File: config.mk
export PLATFORM = sky130hd
export DESIGN_NAME = fcp_host
export DESIGN_NICKNAME = d
export VERILOG_FILES = /design/src/verilog/fcp_pkg.sv /design/src/verilog/fcp_bus_cycle.sv /design/src/verilog/fcp_host.sv
export SDC_FILE = /design/constraint.sdc
export NUM_CORES = 1
export LEC_CHECK = 0
export ABC_AREA = 1
export BUFFER_PORTS_ARGS = -buffer_cell sky130_fd_sc_hd__buf_2
export CAP_MARGIN = 0
export CORE_MARGIN = 2
export CORE_UTILIZATION = 55
export DETAILED_ROUTE_END_ITERATION = 16
export GPL_ROUTABILITY_DRIVEN = 0
export PLACE_DENSITY = 0.8
export SYNTH_ARGS = -nofsm -noshare
export SYNTH_HDL_FRONTEND = slang
export SYNTH_SLANG_ARGS = --single-unit
File: constraint.sdc
create_clock -name clk_sys_i -period 1.9 [get_ports clk_sys_i]
set_input_delay 0.095 -clock clk_sys_i [delete_from_list [all_inputs] [get_ports clk_sys_i]]
set_output_delay 0.095 -clock clk_sys_i [all_outputs]
set_load 0.02 [all_outputs]
File: src/verilog/fcp_pkg.sv
// package of constants for the flash host-side command controller
// assumes one 25 MHz system clock; flash pins are sampled synchronously
// Contract
// protected sectors refuse program and erase
// host protects all before unprotect, high voltage; the host has no protect ops
// all sectors ship unprotected
// high voltage lifts protection temporarily
// low supply ignores writes, resets device
// strobe glitches below filter start nothing
// write needs select, write low, output high
// power-up lands in read-array, no command
// wrong sequence returns to read-array
// address at later fall, data earlier rise
// read-array after power-up and algorithms
// erase-suspended sector reads give status
// reset command ignores its address
// reset aborts erase sequence before erasure
// reset aborts program sequence before programming
// only reset leaves ID-query mode
// host writes reset on time-limit flag; the host only flags it, reset is a separate op
// two unlocks plus ID command enter query
// query reads give maker and device code
// query sector read gives protect state
// unlock and command codes are constants
package fcp_pkg;
    // widths
    localparam int ADDR_W = 18;
    localparam int DATA_W = 16;
    // unlock cycles and command codes, configurable constants
    localparam logic [11:0] UNLOCK1_ADDR = 12'h555;
    localparam logic [11:0] UNLOCK2_ADDR = 12'h2aa;
    localparam logic [7:0] UNLOCK1_DATA = 8'haa;
    localparam logic [7:0] UNLOCK2_DATA = 8'h55;
    localparam logic [7:0] CMD_ID_QUERY = 8'h90;
    localparam logic [7:0] CMD_RESET = 8'hf0;
    // query offsets, word and byte mode
    localparam logic [7:0] QRY_MAKER_OFS = 8'h00;
    localparam logic [7:0] QRY_DEV_OFS_W = 8'h01;
    localparam logic [7:0] QRY_DEV_OFS_B = 8'h02;
    localparam logic [7:0] QRY_PROT_OFS_W = 8'h02;
    localparam logic [7:0] QRY_PROT_OFS_B = 8'h04;
    // time-limit flag position on the data bus
    localparam int TLF_BIT = 5;
    // strobe timing: glitch filter and pulse widths
    localparam int GLITCH_NS = 5;
    localparam int CLK_NS = 40;
    localparam int SETUP_CYC = 1;
    localparam int PULSE_NS = 80;
    localparam int PULSE_CYC = (PULSE_NS + CLK_NS - 1) / CLK_NS;
    localparam int GLITCH_CYC = (GLITCH_NS + CLK_NS - 1) / CLK_NS;
    localparam int HOLD_CYC = 1;
    localparam logic [3:0] RST_CNT = 4'h0;
    // host operations
    typedef enum logic [2:0] {
        FCP_OP_READ = 3'h0,
        FCP_OP_WRITE = 3'h1,
        FCP_OP_RESET = 3'h2,
        FCP_OP_ID_ENTER = 3'h3,
        FCP_OP_ID_READ = 3'h4
    } fcp_op_t;
    // id-query read kinds
    typedef enum logic [1:0] {
        FCP_QRY_MAKER = 2'h0,
        FCP_QRY_DEVICE = 2'h1,
        FCP_QRY_PROTECT = 2'h2
    } fcp_qry_t;
endpackage

File: src/verilog/fcp_bus_cycle.sv
// one flash bus cycle: drives select, write and output strobes
// assumes synchronous sampling of the flash data pins
`timescale 1ns/100ps
module fcp_bus_cycle (
    input wire logic clk_sys_i,
    input wire logic rstn_i,
    input wire logic ce_i,
    input wire logic start_i,
    input wire logic wr_i,
    input wire logic [fcp_pkg::ADDR_W-1:0] addr_i,
    input wire logic [fcp_pkg::DATA_W-1:0] wdata_i,
    input wire logic [fcp_pkg::DATA_W-1:0] dq_i,
    output logic [fcp_pkg::ADDR_W-1:0] addr_o,
    output logic [fcp_pkg::DATA_W-1:0] dq_o,
    output logic dq_oe_n_o,
    output logic cs_n_o,
    output logic we_n_o,
    output logic oe_n_o,
    output logic [fcp_pkg::DATA_W-1:0] rdata_o,
    output logic done_o
);
    // cycle phases, gray along setup-strobe-hold
    typedef enum logic [1:0] {
        FCP_BC_IDLE = 2'b00,
        FCP_BC_SETUP = 2'b01,
        FCP_BC_STROBE = 2'b11,
        FCP_BC_HOLD = 2'b10
    } fcp_bc_t;
    fcp_bc_t st_reg, st_next;
    logic [3:0] cnt_reg, cnt_next; // phase counter
    logic wr_reg, wr_next; // write cycle flag
    logic [fcp_pkg::ADDR_W-1:0] a_reg, a_next;
    logic [fcp_pkg::DATA_W-1:0] d_reg, d_next;
    logic [fcp_pkg::DATA_W-1:0] r_reg, r_next;
    logic cs_reg, cs_next, we_reg, we_next, oe_reg, oe_next;
    logic doe_reg, doe_next, done_reg, done_next;

    // next-state logic for a single bus cycle
    always_comb begin
        st_next = st_reg;
        cnt_next = cnt_reg;
        wr_next = wr_reg;
        a_next = a_reg;
        d_next = d_reg;
        r_next = r_reg;
        cs_next = cs_reg;
        we_next = we_reg;
        oe_next = oe_reg;
        doe_next = doe_reg;
        done_next = 1'b0;
        case (st_reg)
            FCP_BC_IDLE: begin
                if (start_i) begin
                    // address stable before strobes fall
                    a_next = addr_i;
                    d_next = wdata_i;
                    wr_next = wr_i;
                    doe_next = ~wr_i;
                    cs_next = 1'b1;
                    // output strobe high during any write
                    oe_next = 1'b1;
                    we_next = 1'b1;
                    cnt_next = 4'(fcp_pkg::SETUP_CYC - 1);
                    st_next = FCP_BC_SETUP;
                end
            end
            FCP_BC_SETUP: begin
                if (cnt_reg == 4'h0) begin
                    // select and write strobe low together
                    cs_next = 1'b0;
                    we_next = ~wr_reg;
                    oe_next = wr_reg;
                    // pulse well beyond glitch filter
                    cnt_next = 4'(fcp_pkg::PULSE_CYC - 1);
                    st_next = FCP_BC_STROBE;
                end else begin
                    cnt_next = cnt_reg - 4'h1;
                end
            end
            FCP_BC_STROBE: begin
                if (cnt_reg == 4'h0) begin
                    // data kept through the rising edge
                    if (!wr_reg) begin
                        r_next = dq_i;
                    end
                    cs_next = 1'b1;
                    we_next = 1'b1;
                    oe_next = 1'b1;
                    cnt_next = 4'(fcp_pkg::HOLD_CYC - 1);
                    st_next = FCP_BC_HOLD;
                end else begin
                    cnt_next = cnt_reg - 4'h1;
                end
            end
            FCP_BC_HOLD: begin
                if (cnt_reg == 4'h0) begin
                    doe_next = 1'b1;
                    done_next = 1'b1;
                    st_next = FCP_BC_IDLE;
                end else begin
                    cnt_next = cnt_reg - 4'h1;
                end
            end
            default: begin
                st_next = FCP_BC_IDLE;
            end
        endcase
    end

    // registers only
    always_ff @(posedge clk_sys_i or negedge rstn_i) begin
        if (!rstn_i) begin
            st_reg <= FCP_BC_IDLE;
            cnt_reg <= fcp_pkg::RST_CNT;
            wr_reg <= 1'b0;
            a_reg <= '0;
            d_reg <= '0;
            r_reg <= '0;
            cs_reg <= 1'b1;
            we_reg <= 1'b1;
            oe_reg <= 1'b1;
            doe_reg <= 1'b1;
            done_reg <= 1'b0;
        end else if (ce_i) begin
            st_reg <= st_next;
            cnt_reg <= cnt_next;
            wr_reg <= wr_next;
            a_reg <= a_next;
            d_reg <= d_next;
            r_reg <= r_next;
            cs_reg <= cs_next;
            we_reg <= we_next;
            oe_reg <= oe_next;
            doe_reg <= doe_next;
            done_reg <= done_next;
        end
    end

    assign addr_o = a_reg;
    assign dq_o = d_reg;
    assign dq_oe_n_o = doe_reg;
    assign cs_n_o = cs_reg;
    assign we_n_o = we_reg;
    assign oe_n_o = oe_reg;
    assign rdata_o = r_reg;
    assign done_o = done_reg;

    // never write with output strobe low
    write_inhibit_a: assert property (@(posedge clk_sys_i) disable iff (!rstn_i)
        !we_reg |-> (oe_reg && !cs_reg))
        else $error("write strobe low with output strobe low");
    // write pulse lasts the full width
    pulse_width_a: assert property (@(posedge clk_sys_i) disable iff (!rstn_i)
        (ce_i && $fell(we_reg)) |-> !we_reg ##1 (!we_reg || !ce_i))
        else $error("write pulse shorter than two cycles");
endmodule

File: src/verilog/fcp_host.sv
// host controller driving a parallel nor flash command interface
// assumes synchronous flash pins and the fcp_bus_cycle leaf
`timescale 1ns/100ps
module fcp_host (
    input wire logic clk_sys_i,
    input wire logic rstn_i,
    input wire logic ce_i,
    input wire logic req_i,
    input wire fcp_pkg::fcp_op_t op_i,
    input wire fcp_pkg::fcp_qry_t qry_i,
    input wire logic byte_mode_i,
    input wire logic [fcp_pkg::ADDR_W-1:0] addr_i,
    input wire logic [fcp_pkg::DATA_W-1:0] wdata_i,
    input wire logic [fcp_pkg::DATA_W-1:0] dq_i,
    input wire logic lockout_i,
    output logic busy_o,
    output logic ack_o,
    output logic [fcp_pkg::DATA_W-1:0] rdata_o,
    output logic id_mode_o,
    output logic tlf_seen_o,
    output logic [fcp_pkg::ADDR_W-1:0] addr_o,
    output logic [fcp_pkg::DATA_W-1:0] dq_o,
    output logic dq_oe_n_o,
    output logic cs_n_o,
    output logic we_n_o,
    output logic oe_n_o
);
    // command sequencer states, gray along unlock path
    typedef enum logic [2:0] {
        FCP_IDLE = 3'b000,
        FCP_UNLK1 = 3'b001,
        FCP_UNLK2 = 3'b011,
        FCP_CMD = 3'b010,
        FCP_SINGLE = 3'b110,
        FCP_DONE = 3'b111
    } fcp_state_t;
    fcp_state_t st_reg, st_next;
    logic id_reg, id_next; // device is in id-query mode
    logic tlf_reg, tlf_next; // time-limit flag seen on a read
    logic ack_reg, ack_next;
    logic busy_reg, busy_next;
    logic [fcp_pkg::DATA_W-1:0] rd_reg, rd_next;
    fcp_pkg::fcp_op_t op_reg, op_next;
    logic [fcp_pkg::ADDR_W-1:0] a_reg, a_next;
    logic [fcp_pkg::DATA_W-1:0] d_reg, d_next;
    // bus cycle request
    logic bc_start, bc_wr, bc_done;
    logic [fcp_pkg::ADDR_W-1:0] bc_addr;
    logic [fcp_pkg::DATA_W-1:0] bc_wdata, bc_rdata;
    logic [7:0] qofs; // query offset for the chosen kind

    // query offset picks word or byte mode figure
    always_comb begin
        case (qry_i)
            // maker and device code offsets
            fcp_pkg::FCP_QRY_MAKER: qofs = fcp_pkg::QRY_MAKER_OFS;
            fcp_pkg::FCP_QRY_DEVICE: qofs = byte_mode_i ?
                fcp_pkg::QRY_DEV_OFS_B : fcp_pkg::QRY_DEV_OFS_W;
            // sector protect query offset
            fcp_pkg::FCP_QRY_PROTECT: qofs = byte_mode_i ?
                fcp_pkg::QRY_PROT_OFS_B : fcp_pkg::QRY_PROT_OFS_W;
            default: qofs = fcp_pkg::QRY_MAKER_OFS;
        endcase
    end

    // sequencer next state and bus cycle requests
    always_comb begin
        st_next = st_reg;
        id_next = id_reg;
        tlf_next = tlf_reg;
        ack_next = 1'b0;
        busy_next = busy_reg;
        rd_next = rd_reg;
        op_next = op_reg;
        a_next = a_reg;
        d_next = d_reg;
        bc_start = 1'b0;
        bc_wr = 1'b0;
        bc_addr = a_reg;
        bc_wdata = d_reg;
        case (st_reg)
            FCP_IDLE: begin
                // hold off while supply is locked out
                if (req_i && !lockout_i) begin
                    // no protect ops: high voltage is never driven
                    op_next = op_i;
                    busy_next = 1'b1;
                    d_next = wdata_i;
                    // sector select bits kept, low offset set
                    a_next = (op_i == fcp_pkg::FCP_OP_ID_READ) ?
                        {addr_i[fcp_pkg::ADDR_W-1:8], qofs} : addr_i;
                    // id entry begins with unlock cycles
                    st_next = (op_i == fcp_pkg::FCP_OP_ID_ENTER) ?
                        FCP_UNLK1 : FCP_SINGLE;
                end
            end
            FCP_UNLK1: begin
                // first unlock cycle from constants
                bc_start = 1'b1;
                bc_wr = 1'b1;
                bc_addr = fcp_pkg::ADDR_W'(fcp_pkg::UNLOCK1_ADDR);
                bc_wdata = fcp_pkg::DATA_W'(fcp_pkg::UNLOCK1_DATA);
                st_next = FCP_UNLK2;
            end
            FCP_UNLK2: begin
                if (bc_done) begin
                    bc_start = 1'b1;
                    bc_wr = 1'b1;
                    bc_addr = fcp_pkg::ADDR_W'(fcp_pkg::UNLOCK2_ADDR);
                    bc_wdata = fcp_pkg::DATA_W'(fcp_pkg::UNLOCK2_DATA);
                    st_next = FCP_CMD;
                end
            end
            FCP_CMD: begin
                if (bc_done) begin
                    // id-query command after unlocks
                    bc_start = 1'b1;
                    bc_wr = 1'b1;
                    bc_addr = fcp_pkg::ADDR_W'(fcp_pkg::UNLOCK1_ADDR);
                    bc_wdata = fcp_pkg::DATA_W'(fcp_pkg::CMD_ID_QUERY);
                    id_next = 1'b1;
                    st_next = FCP_DONE;
                end
            end
            FCP_SINGLE: begin
                bc_start = 1'b1;
                bc_wr = (op_reg != fcp_pkg::FCP_OP_READ) &&
                    (op_reg != fcp_pkg::FCP_OP_ID_READ);
                if (op_reg == fcp_pkg::FCP_OP_RESET) begin
                    // reset command, address is don't care
                    bc_wdata = fcp_pkg::DATA_W'(fcp_pkg::CMD_RESET);
                    // only reset leaves id-query mode
                    id_next = 1'b0;
                    // reset answers the time-limit flag
                    tlf_next = 1'b0;
                end
                st_next = FCP_DONE;
            end
            FCP_DONE: begin
                if (bc_done) begin
                    rd_next = bc_rdata;
                    // time-limit flag seen on a plain read
                    if (op_reg == fcp_pkg::FCP_OP_READ &&
                        bc_rdata[fcp_pkg::TLF_BIT]) begin
                        tlf_next = 1'b1;
                    end
                    ack_next = 1'b1;
                    busy_next = 1'b0;
                    st_next = FCP_IDLE;
                end
            end
            default: begin
                st_next = FCP_IDLE;
            end
        endcase
    end

    // sequencer registers
    always_ff @(posedge clk_sys_i or negedge rstn_i) begin
        if (!rstn_i) begin
            st_reg <= FCP_IDLE;
            id_reg <= 1'b0;
            tlf_reg <= 1'b0;
            ack_reg <= 1'b0;
            busy_reg <= 1'b0;
            rd_reg <= '0;
            op_reg <= fcp_pkg::FCP_OP_READ;
            a_reg <= '0;
            d_reg <= '0;
        end else if (ce_i) begin
            st_reg <= st_next;
            id_reg <= id_next;
            tlf_reg <= tlf_next;
            ack_reg <= ack_next;
            busy_reg <= busy_next;
            rd_reg <= rd_next;
            op_reg <= op_next;
            a_reg <= a_next;
            d_reg <= d_next;
        end
    end

    // one pin-level bus cycle engine
    fcp_bus_cycle u_cycle (
        .clk_sys_i(clk_sys_i),
        .rstn_i(rstn_i),
        .ce_i(ce_i),
        .start_i(bc_start),
        .wr_i(bc_wr),
        .addr_i(bc_addr),
        .wdata_i(bc_wdata),
        .dq_i(dq_i),
        .addr_o(addr_o),
        .dq_o(dq_o),
        .dq_oe_n_o(dq_oe_n_o),
        .cs_n_o(cs_n_o),
        .we_n_o(we_n_o),
        .oe_n_o(oe_n_o),
        .rdata_o(bc_rdata),
        .done_o(bc_done)
    );

    assign busy_o = busy_reg;
    assign ack_o = ack_reg;
    assign rdata_o = rd_reg;
    assign id_mode_o = id_reg;
    assign tlf_seen_o = tlf_reg;

    // id mode clears only through a reset op
    id_exit_a: assert property (@(posedge clk_sys_i) disable iff (!rstn_i)
        (ce_i && id_reg && st_reg == FCP_SINGLE
         && op_reg != fcp_pkg::FCP_OP_RESET) |=> id_reg)
        else $error("id mode left without reset");
    // first unlock cycle is always followed by the second
    id_enter_a: assert property (@(posedge clk_sys_i) disable iff (!rstn_i)
        (ce_i && st_reg == FCP_UNLK1) |=> st_reg == FCP_UNLK2)
        else $error("unlock sequence broken");
    // no new sequence accepted during lockout
    lockout_hold_a: assert property (@(posedge clk_sys_i) disable iff (!rstn_i)
        (ce_i && st_reg == FCP_IDLE && lockout_i) |=> st_reg == FCP_IDLE)
        else $error("request taken during supply lockout");
    // reset op writes the reset code
    reset_code_a: assert property (@(posedge clk_sys_i) disable iff (!rstn_i)
        (st_reg == FCP_SINGLE && op_reg == fcp_pkg::FCP_OP_RESET)
        |-> bc_wdata == fcp_pkg::DATA_W'(fcp_pkg::CMD_RESET))
        else $error("reset op carries wrong code");
endmodule

; ---- Word-level counts from Yosys, hierarchy flattened
; Index checks and enable logic that the tools add are counted.
[classes]
n_div = 0
reduce_logical = 28
bitwise = 2
n_shift = 0
n_lt_le_gt_ge = 0
add_sub_neg = 1
eq_ne = 25
mul = 0
n_mux = 52
[op_table]
columns = cell, count
row1 = $pmux W16 S4, 1
row2 = $pmux W18 S3, 1
row3 = $mux W16, 3
row4 = $mux W18, 2
row5 = $reduce_and A5 Y1, 4
row6 = $mux W3, 6
row7 = $pmux W3 S6, 1
row8 = $mux W1, 16
row9 = $mux W4, 4
row10 = $pmux W4 S4, 1
row11 = $reduce_and A4 Y1, 4
row12 = $eq A3 B2 Y1 const B, 4
row13 = $ne A2 B1 Y1 const B, 6
row14 = $pmux W1 S3, 4
row15 = $reduce_and A3 Y1, 4
row16 = $mux W2, 5
row17 = $ne A2 B2 Y1 const B, 5
row18 = $pmux W1 S2, 5
row19 = $eq A3 B3 Y1 const B, 3
row20 = $mux W8, 1
row21 = $pmux W2 S4, 1
row22 = $reduce_bool A2 Y1, 4
row23 = $eq A2 B2 Y1 const B, 3
row24 = $logic_not A3 Y1, 2
row25 = other kinds (12), 18
[totals]
in_bits = 61
mem_count = 0
romBits = 0
output_inout_bits = 58
latch_bits = 0
wordCells = 128
reg_bits = 122
ram_bits = 0

; ---- Logic depth before layout (Yosys ltp)
; Gate-level depths: netlist of run 1.
[logic_depth]
depth_word = 6
mapped_depth = 10
mapped_depth_nobuf = 9

; ---- By module
; Synthesis of run 1 repeated with hierarchy kept, for this count alone.
[hier_totals]
cells_unflattened = 700
area_unflattened_um2 = 5660.4
[by_module_without_submodules]
columns = module, instances, area_per_inst_um2, cells_per_inst, seq_area_each_um2
row1 = fcp_host, 1, 3019.1, 396, 1501.4
row2 = fcp_bus_cycle, 1, 2641.3, 304, 1556.5

; ---- Worst setup path before layout of run 1
; Ideal clock, no wire load.
[synth_timing]
kind = register to register
from = register st_reg[1]
to = register a_reg[2] (netlist name)
period_less_slack_ns = 1.458
n_path_buf = 2
required_time_ns = 1.779
stages_incl_launch_ff = 9
t_arrival_ns = 1.338
setup_time_ns = 0.121
path_slack_ns = 0.442
cell_sequence = dfrtp_1 buf_6 nor2_8 nand2_4 nor3_4 inv_4 buf_6 nand2_1 o21ai_2
[synth_between]
elab_chain_len = 2
[synth_rtl]
columns = item, line_no
row1 = "start, declared", fcp_host.sv:37  ; fcp_state_t st_reg, st_next;
row2 = "start signal, assigned", fcp_host.sv:171  ; st_reg <= st_next;
row3 = $logic_not A3 Y1, fcp_host.sv:81  ; case (st_reg)
row4 = $reduce_and A3 Y1 (no line), n/a
row5 = "end signal, assigned", fcp_host.sv:178  ; a_reg <= a_next;
row6 = "end, declared", fcp_host.sv:44  ; logic [fcp_pkg::ADDR_W-1:0] a_reg, a_next;
; Every way passes these cells.
; A chain may end at the register's enable or synchronous reset.

; ---- Final worst setup path of run 1
[layout_timing]
from = register st_reg[2]
to = register u_cycle.a_reg (netlist bit u_cycle.addr_o[10])
[layout_between]
elab_chain_len = 4
word_cells_on_any_way = 9
classes_between = eq/ne (4) / mux (2) / reduce/logical (3)
[layout_rtl]
columns = item, line_no
row1 = $eq A3 B3 Y1 (tied with other cells), fcp_host.sv:81
row2 = $reduce_or A2 Y1 (no line), n/a
row3 = $pmux W1 S2, fcp_host.sv:81
row4 = $reduce_and A3 Y1 (no line), n/a
row5 = "end signal, assigned", fcp_bus_cycle.sv:128  ; a_reg <= a_next;
row6 = "end, declared", fcp_bus_cycle.sv:32  ; logic [fcp_pkg::ADDR_W-1:0] a_reg, a_next;
; Several ways; a longest one is shown, not always the timed one.

==> reports/qor.yml, run 1 <==
worst_setup_path:
  crit_buf_inv: 1
  reg2reg_slack_ns: 0.12
  reg2reg_to: "u_cycle.addr_o[10]"
  r2r_cells: 7
  cp-end-kind: "flop"
  start_kind: "flop"
  critical_path.most_common_cell: "nand2_1"
  crit_arrival_ns: 2.25
  slowest_delay_ns: 0.48
  cp_cell_sequence: "inv_2 -> nand2_1 -> a21oi_1 -> o21ai_0 -> nand3_1 -> nand2_1 -> nand2_1"
  crit_type: "reg2reg"
  crit_required_ns: 2.36
  r2r-start: "st_reg[2]"
  cpLargestDelayFamily: "compound AO/OA/AOI/OAI gates"
  crit_fanout: 9
  crit_slowest_cell: "dfrtp_1"
route:
  drc: 0
  drtPass1Iterations: 5
  routedWlPerCell_um: 15.2
  drtAntennaViolNets: 0
  vias_per_cell: 5.33
  drt_iter0_markers: 426
  wl_um: 15100
  vias: 5283
layout:
  antenna-diode-count: 0
  syn2layout_area_growth_pct: 32.4
  layout_common_cells: "270 x nand2_1, 117 x buf_2, 115 x dfrtp_1"
  final_area_sq_mm: 0.00737
  fillCellCount: 671
  nets: 912
  fin_util_pct: 75.4
  drive_gt1_share_pct: 21.4
  layout_commonest_cell: "nand2_1"
sta:
  post-route-min-period_ns: 1.78
  finalClockSkew_ns: 0.00933
  max_freq_mhz: 561
  rsz0062_at_grt: "false"
  post-route-period-util_pct: 93.8
  setup_viol: 0
  timing.setup.tns_ns: 0
  worst_slew_pin_slew_ns: 0.428
  slew-limit-headroom_pct: 71.3
  fin_ws_ns: 0.117
  report.final.hold_viol_count: 0
  final-max-slew-violation-count: 0
power:
  report.power.total_mw: 12.0
  powerDensity_mw_per_mm2: 1630
  ir_drop_v: 0.000802
  p_leak_nw: 3.91
synthesis:
  synth_compound_area_share_pct: 9.67
  synth_cells: 667
  synth_top_cell_by_area: "dfrtp_1"
  synthTopCellsByArea: "dfrtp_1 53%, nand2_1 18%, o21ai_0 8.1%, nand3_1 3.6%, inv_1 3.3%"
  synthXorXnorAreaFrac_pct: 0.157
  synth-seq-area-share_pct: 55.0
  synth_edf_count: 0
  async_reset_ff_share_pct: 100
  ys_ff_latch: 122
  muxShareOfSynthArea_pct: 0
  synth_cell_type_count: 29
  synth.avg_cell_area_sq_um: 8.34
  synth_top_area_share_pct: 53.1
  yosysWarnings: 0
  synthAdderAreaFrac_pct: 0.900
  synth_ff_type: "dfrtp_1"
  synth_top_family_by_area: "simple AND/OR/NAND/NOR gates"
  syn_nets: 732
  syn_area_sq_mm: 0.00556
  synth-simple-area-share_pct: 26.9
placement:
  pre_cts_slack_ns: 0.176
  dp_hpwl_um: 9220
  port_buffers: 118
  postPlaceCellArea_sq_mm: 0.00622
clock_tree:
  cts_setup_buffers: 0
  clkLatencyLatePin_ns: 0.53
  numCtsBuffers: 17
  htreeDepth: 4
  cts_root_buf: "clkbuf_8"
  cts.path.max_buffers: 2
  cts_tree: "done"
  path_clk_slew_ns: 0.06
  clock_sinks: 122
grt:
  grt_overflow_total: 0
  grt_pass1_wl_um: 25300
  grt_max_degree: 59
  grtUsageTotal_pct: 29.2
  grt_antenna_before_repair: 0
  first_global_vias: 5410
floorplan:
  dieArea_sq_mm: 0.0109
  initial_core_util_pct: 56.9
  core-area_sq_mm: 0.00977
  io_pins: 119
  die-height_um: 105
  die_w_um: 105
  rows: 36
worst_hold_path:
  min_path_type: "in2async"
job:
  drv_cap: 0
outcome:
  status: "finished clean"
metrics by stage:
stage | cells | hold slack, ns
final | 992 | 0.0522
after detailed placement | 904 | 0.0664
after global routing | 992 | 0.0710
after global placement | 904 | 0.0632
after floorplan | 667 | -0.201
after CTS | 992 | 0.0172
power breakdown:
group	leakage (nW)	internal (mW)	total (mW)	switching [mW]
clock network	0.275	1.96	3.10	1.14
registers	1.54	3.75	4.52	0.772
logic	2.09	1.50	4.39	2.89
worst reg2reg max path, delay by kind of cell (launching register included):
family	cells	cell delay, ns
flip-flops	1	0.48
AO/OA/AOI/OAI	2	0.57
buffers and inverters	1	0.18
AND/OR/NAND/NOR	4	0.49
kinds of logic (layout without fill, tap and decap cells):
kind of cell	count (synthesis)	in the layout
fa+ha+maj	4	4
flops	122	122
xor+xnor	1	1
simple gates	356	356
buf+inv	79	271
compound gates	105	105
synth_stat cells (2+ instances only):
| library cell | number |
|---|---|
| inv_2 | 4 |
| dfstp_2 | 4 |
| nand3_2 | 6 |
| nand2_1 | 270 |
| buf_4 | 5 |
| o21ai_1 | 7 |
| dfrtp_1 | 118 |
| nor2_2 | 2 |
| clkbuf_1 | 3 |
| inv_1 | 49 |
| ha_1 | 4 |
| a21oi_1 | 4 |
| buf_2 | 5 |
| nor2_1 | 24 |
| buf_6 | 12 |
| o21ai_2 | 2 |
| o21ai_0 | 90 |
| nand4_1 | 6 |
| nor3_1 | 3 |
| nand3_1 | 40 |
metal layers:
metal	track usage (%)	up-vias	wire [um]
li1	-	2487	-
met1	35.1	2493	5990
met2	49.3	251	7490
met3	9.48	52	1100
met4	10.8	0	507
met5	0	-	0
layout make-up:
cell class                 count  area (sq um)  share of cell area, %
clock inverter                 7          91.3                   1.24
timing repair buffer         186          1270                   17.3
inverter                      54           205                   2.79
tap                          133           166                   2.26
multi-input combinational    466          2100                   28.5
sequential                   122          3060                   41.6
clock buffer                  24           470                   6.39
how the worst max path moves through the flow:
stage,endpoint,slack (ns),cells after the start,startpoint
2_1_floorplan,a_reg[2],0.44,8,st_reg[1]
3_3_place_gp,u_cycle.addr_o[9],0.24,4,u_cycle.done_o
3_5_place_dp,u_cycle.addr_o[12],0.18,6,st_reg[1]
4_1_cts,a_reg[0],0.10,7,op_i[0]
5_1_grt,u_cycle.st_reg[0],0.04,7,st_reg[2]
6_report,u_cycle.addr_o[10],0.12,7,st_reg[2]
timing repair:
| action | CTS | global route |
|---|---|---|
| hold buffers | 57 | 0 |
| setup endpoints to repair | 0 | 9 |
| hold endpoints to repair | 174 | 0 |
| resized for setup | 0 | 5 |
No activity file was read; power rests on OpenSTA's default activity.
==> run 2, diff against run 1 <==
--- a/config.mk
+++ b/config.mk
@@ -13,6 +13,7 @@
 export DETAILED_ROUTE_END_ITERATION = 16
 export GPL_ROUTABILITY_DRIVEN = 0
 export PLACE_DENSITY = 0.8
+export RECOVER_POWER = 100
 export SYNTH_ARGS = -nofsm -noshare
 export SYNTH_HDL_FRONTEND = slang
 export SYNTH_SLANG_ARGS = --single-unit
==> run 2 against run 1 <==
Final cell count is the same. Power shrank 1.0%. Register-to-register slack is essentially flat. Flip-flop and latch count is the same. Clock skew grew 0.0025 ns. Setup slack gained 0.0058 ns. Sequential share of layout area grew 0.58 points. Sequential power is essentially flat. Final area shrank 1.4%. Clock power is essentially flat. Critical path type unchanged. Critical endpoint unchanged. Largest cell class unchanged. Highest routed layer unchanged.
==> reports/qor.yml, run 2 (synthesis gave the netlist of run 1 again) <==
worst_setup_path:
  cpLargestDelayFamily: "compound AO/OA/AOI/OAI gates"
  slowest_delay_ns: 0.48  # about the same
  crit_fanout: 9  # unchanged
  crit_buf_inv: 1  # unchanged
  crit_arrival_ns: 2.24  # about the same
  crit_type: "reg2reg"
  critical_path.most_common_cell: "nand2_1"
  start_kind: "flop"
  crit_slowest_cell: "dfrtp_1"
  cp_cell_sequence: "inv_2 -> nand2_1 -> a21oi_1 -> o21ai_0 -> nand3_1 -> nand2_1 -> nand2_1"
  crit_required_ns: 2.37  # about the same
  path_depth: 7  # unchanged
  cp-end-kind: "flop"
  r2r_cells: 7  # unchanged
sta:
  report.final.hold_viol_count: 0  # unchanged
  setup_viol: 0  # unchanged
  post-route-period-util_pct: 93.5  # -0.31 points
  worst_slew_pin_slew_ns: 0.856  # +0.429 ns
  rsz0062_at_grt: "false"
  slew-limit-headroom_pct: 42.9  # -28 points
  fin_ws_ns: 0.123  # +0.00580 ns
  max_freq_mhz: 563  # +0.33%
  post-route-min-period_ns: 1.78  # -0.00580 ns
  finalClockSkew_ns: 0.0118  # +0.00251 ns
  timing.setup.tns_ns: 0  # unchanged
  final-max-slew-violation-count: 0  # unchanged
floorplan:
  dieArea_sq_mm: 0.0109  # unchanged
  io_pins: 119  # unchanged
  rows: 36  # unchanged
  core-area_sq_mm: 0.00977  # unchanged
  initial_core_util_pct: 56.9  # unchanged
  die-height_um: 105  # unchanged
  die_w_um: 105  # unchanged
clock_tree:
  cts_tree: "done"
  cts.path.max_buffers: 2  # unchanged
  numCtsBuffers: 17  # unchanged
  clock_sinks: 122  # unchanged
  cts_root_buf: "clkbuf_8"
  path_clk_slew_ns: 0.06  # about the same
  cts_setup_buffers: 0  # unchanged
  clkLatencyLatePin_ns: 0.53  # about the same
  htreeDepth: 4  # unchanged
layout:
  antenna-diode-count: 0  # unchanged
  drive_gt1_share_pct: 14.1  # -7.3 points
  syn2layout_area_growth_pct: 30.6
  layout_commonest_cell: "nand2_1"
  fillCellCount: 722  # +7.6%
  layout_common_cells: "270 x nand2_1, 115 x dfrtp_1, 93 x o21ai_0"
  nets: 912  # unchanged
grt:
  grtUsageTotal_pct: 29.2  # unchanged
  grt_pass1_wl_um: 25300  # unchanged
  grt_overflow_total: 0  # unchanged
  grt_max_degree: 59  # unchanged
  grt_antenna_before_repair: 0  # unchanged
  first_global_vias: 5410  # unchanged
route:
  vias: 5274  # -0.17%
  drc: 0  # unchanged
  drtPass1Iterations: 5  # unchanged
  wl_um: 15200  # +0.64%
  vias_per_cell: 5.32  # -0.17%
  drtAntennaViolNets: 0  # unchanged
  drt_iter0_markers: 452  # +6.1%
  routedWlPerCell_um: 15.3  # +0.64%
job:
  drv_cap: 0  # unchanged
power:
  ir_drop_v: 0.000806  # +0.57%
  powerDensity_mw_per_mm2: 1640  # +0.38%
  p_leak_nw: 3.67  # -6.1%
worst_hold_path:
  min_path_type: "in2reg"
  holdPathStages: 6
outcome:
  status: "finished clean"
placement:
  dp_hpwl_um: 9220  # unchanged
  pre_cts_slack_ns: 0.176  # unchanged
  port_buffers: 118  # unchanged
-- run 2: cell type report --
| cell class | count | area, sq um | share of cell area [%] |
|---|---|---|---|
| Multi-Input combinational cell | 466 | 2090 | 28.8 |
| Tap cell | 133 | 166 | 2.29 |
| Timing Repair Buffer | 186 | 1180 | 16.3 |
| Inverter | 54 | 203 | 2.79 |
| Sequential cell | 122 | 3060 | 42.1 |
| Clock inverter | 7 | 91.3 | 1.26 |
| Clock buffer | 24 | 470 | 6.47 |
-- run 2: final timing paths --
check	from	end	slack, ns
setup / recovery	st_reg[2]	u_cycle.addr_o[10]	0.12
hold / removal	byte_mode_i	a_reg[1]	0.11
setup reg to reg	st_reg[2]	u_cycle.addr_o[10]	0.12
hold reg to reg	u_cycle.cnt_reg[0]	u_cycle.cnt_reg[0]	0.47
max in group asynchronous	rstn_i	u_cycle.dq_o[1]	0.54
min in group asynchronous	rstn_i	a_reg[12]	0.21
-- run 2: timing repair --
| item | in CTS | in global routing |
|---|---|---|
| hold endpoints to repair | 174 | 0 |
| resized for setup | 0 | 5 |
| hold buffers | 57 | 0 |
| endpoints found under the setup margin | 0 | 9 |
-- run 2: routing by layer --
metal / GRT usage, % / routed length [um]
met1: 35.1 / 6200
met2: 49.3 / 7470
met3: 9.48 / 1040
met4: 10.8 / 472
met5: 0 / 0
-- run 2: per-stage QoR --
step           total power, mW  utilization, %  cells  area [sq um]  hold WS, ns
2_1_floorplan             7.38               -    667          5560       -0.201
5_1_grt                   12.7            74.3    992          7270        0.120
6_report                  11.9            74.3    992          7270        0.111
3_5_place_dp              8.63            63.6    904          6220       0.0664
3_3_place_gp              8.40            63.6    904          6220       0.0632
4_1_cts                   11.9            75.2    992          7350       0.0172
-- run 2: where the power goes --
| part | leakage [nW] | switching (mW) | internal (mW) |
|---|---|---|---|
| Sequential | 1.54 | 0.787 | 3.75 |
| Combinational | 1.86 | 2.89 | 1.36 |
| Clock | 0.275 | 1.15 | 1.96 |
| Total | 3.67 | 4.82 | 7.07 |
-- run 2: worst reg2reg max path: cells and delay by family (launching register included) --
kind | cells | cell delay (ns)
AOI/OAI and AO/OA | 2 | 0.56
and+or+nand+nor | 4 | 0.49
DFF | 1 | 0.48
buffers and inverters | 1 | 0.18
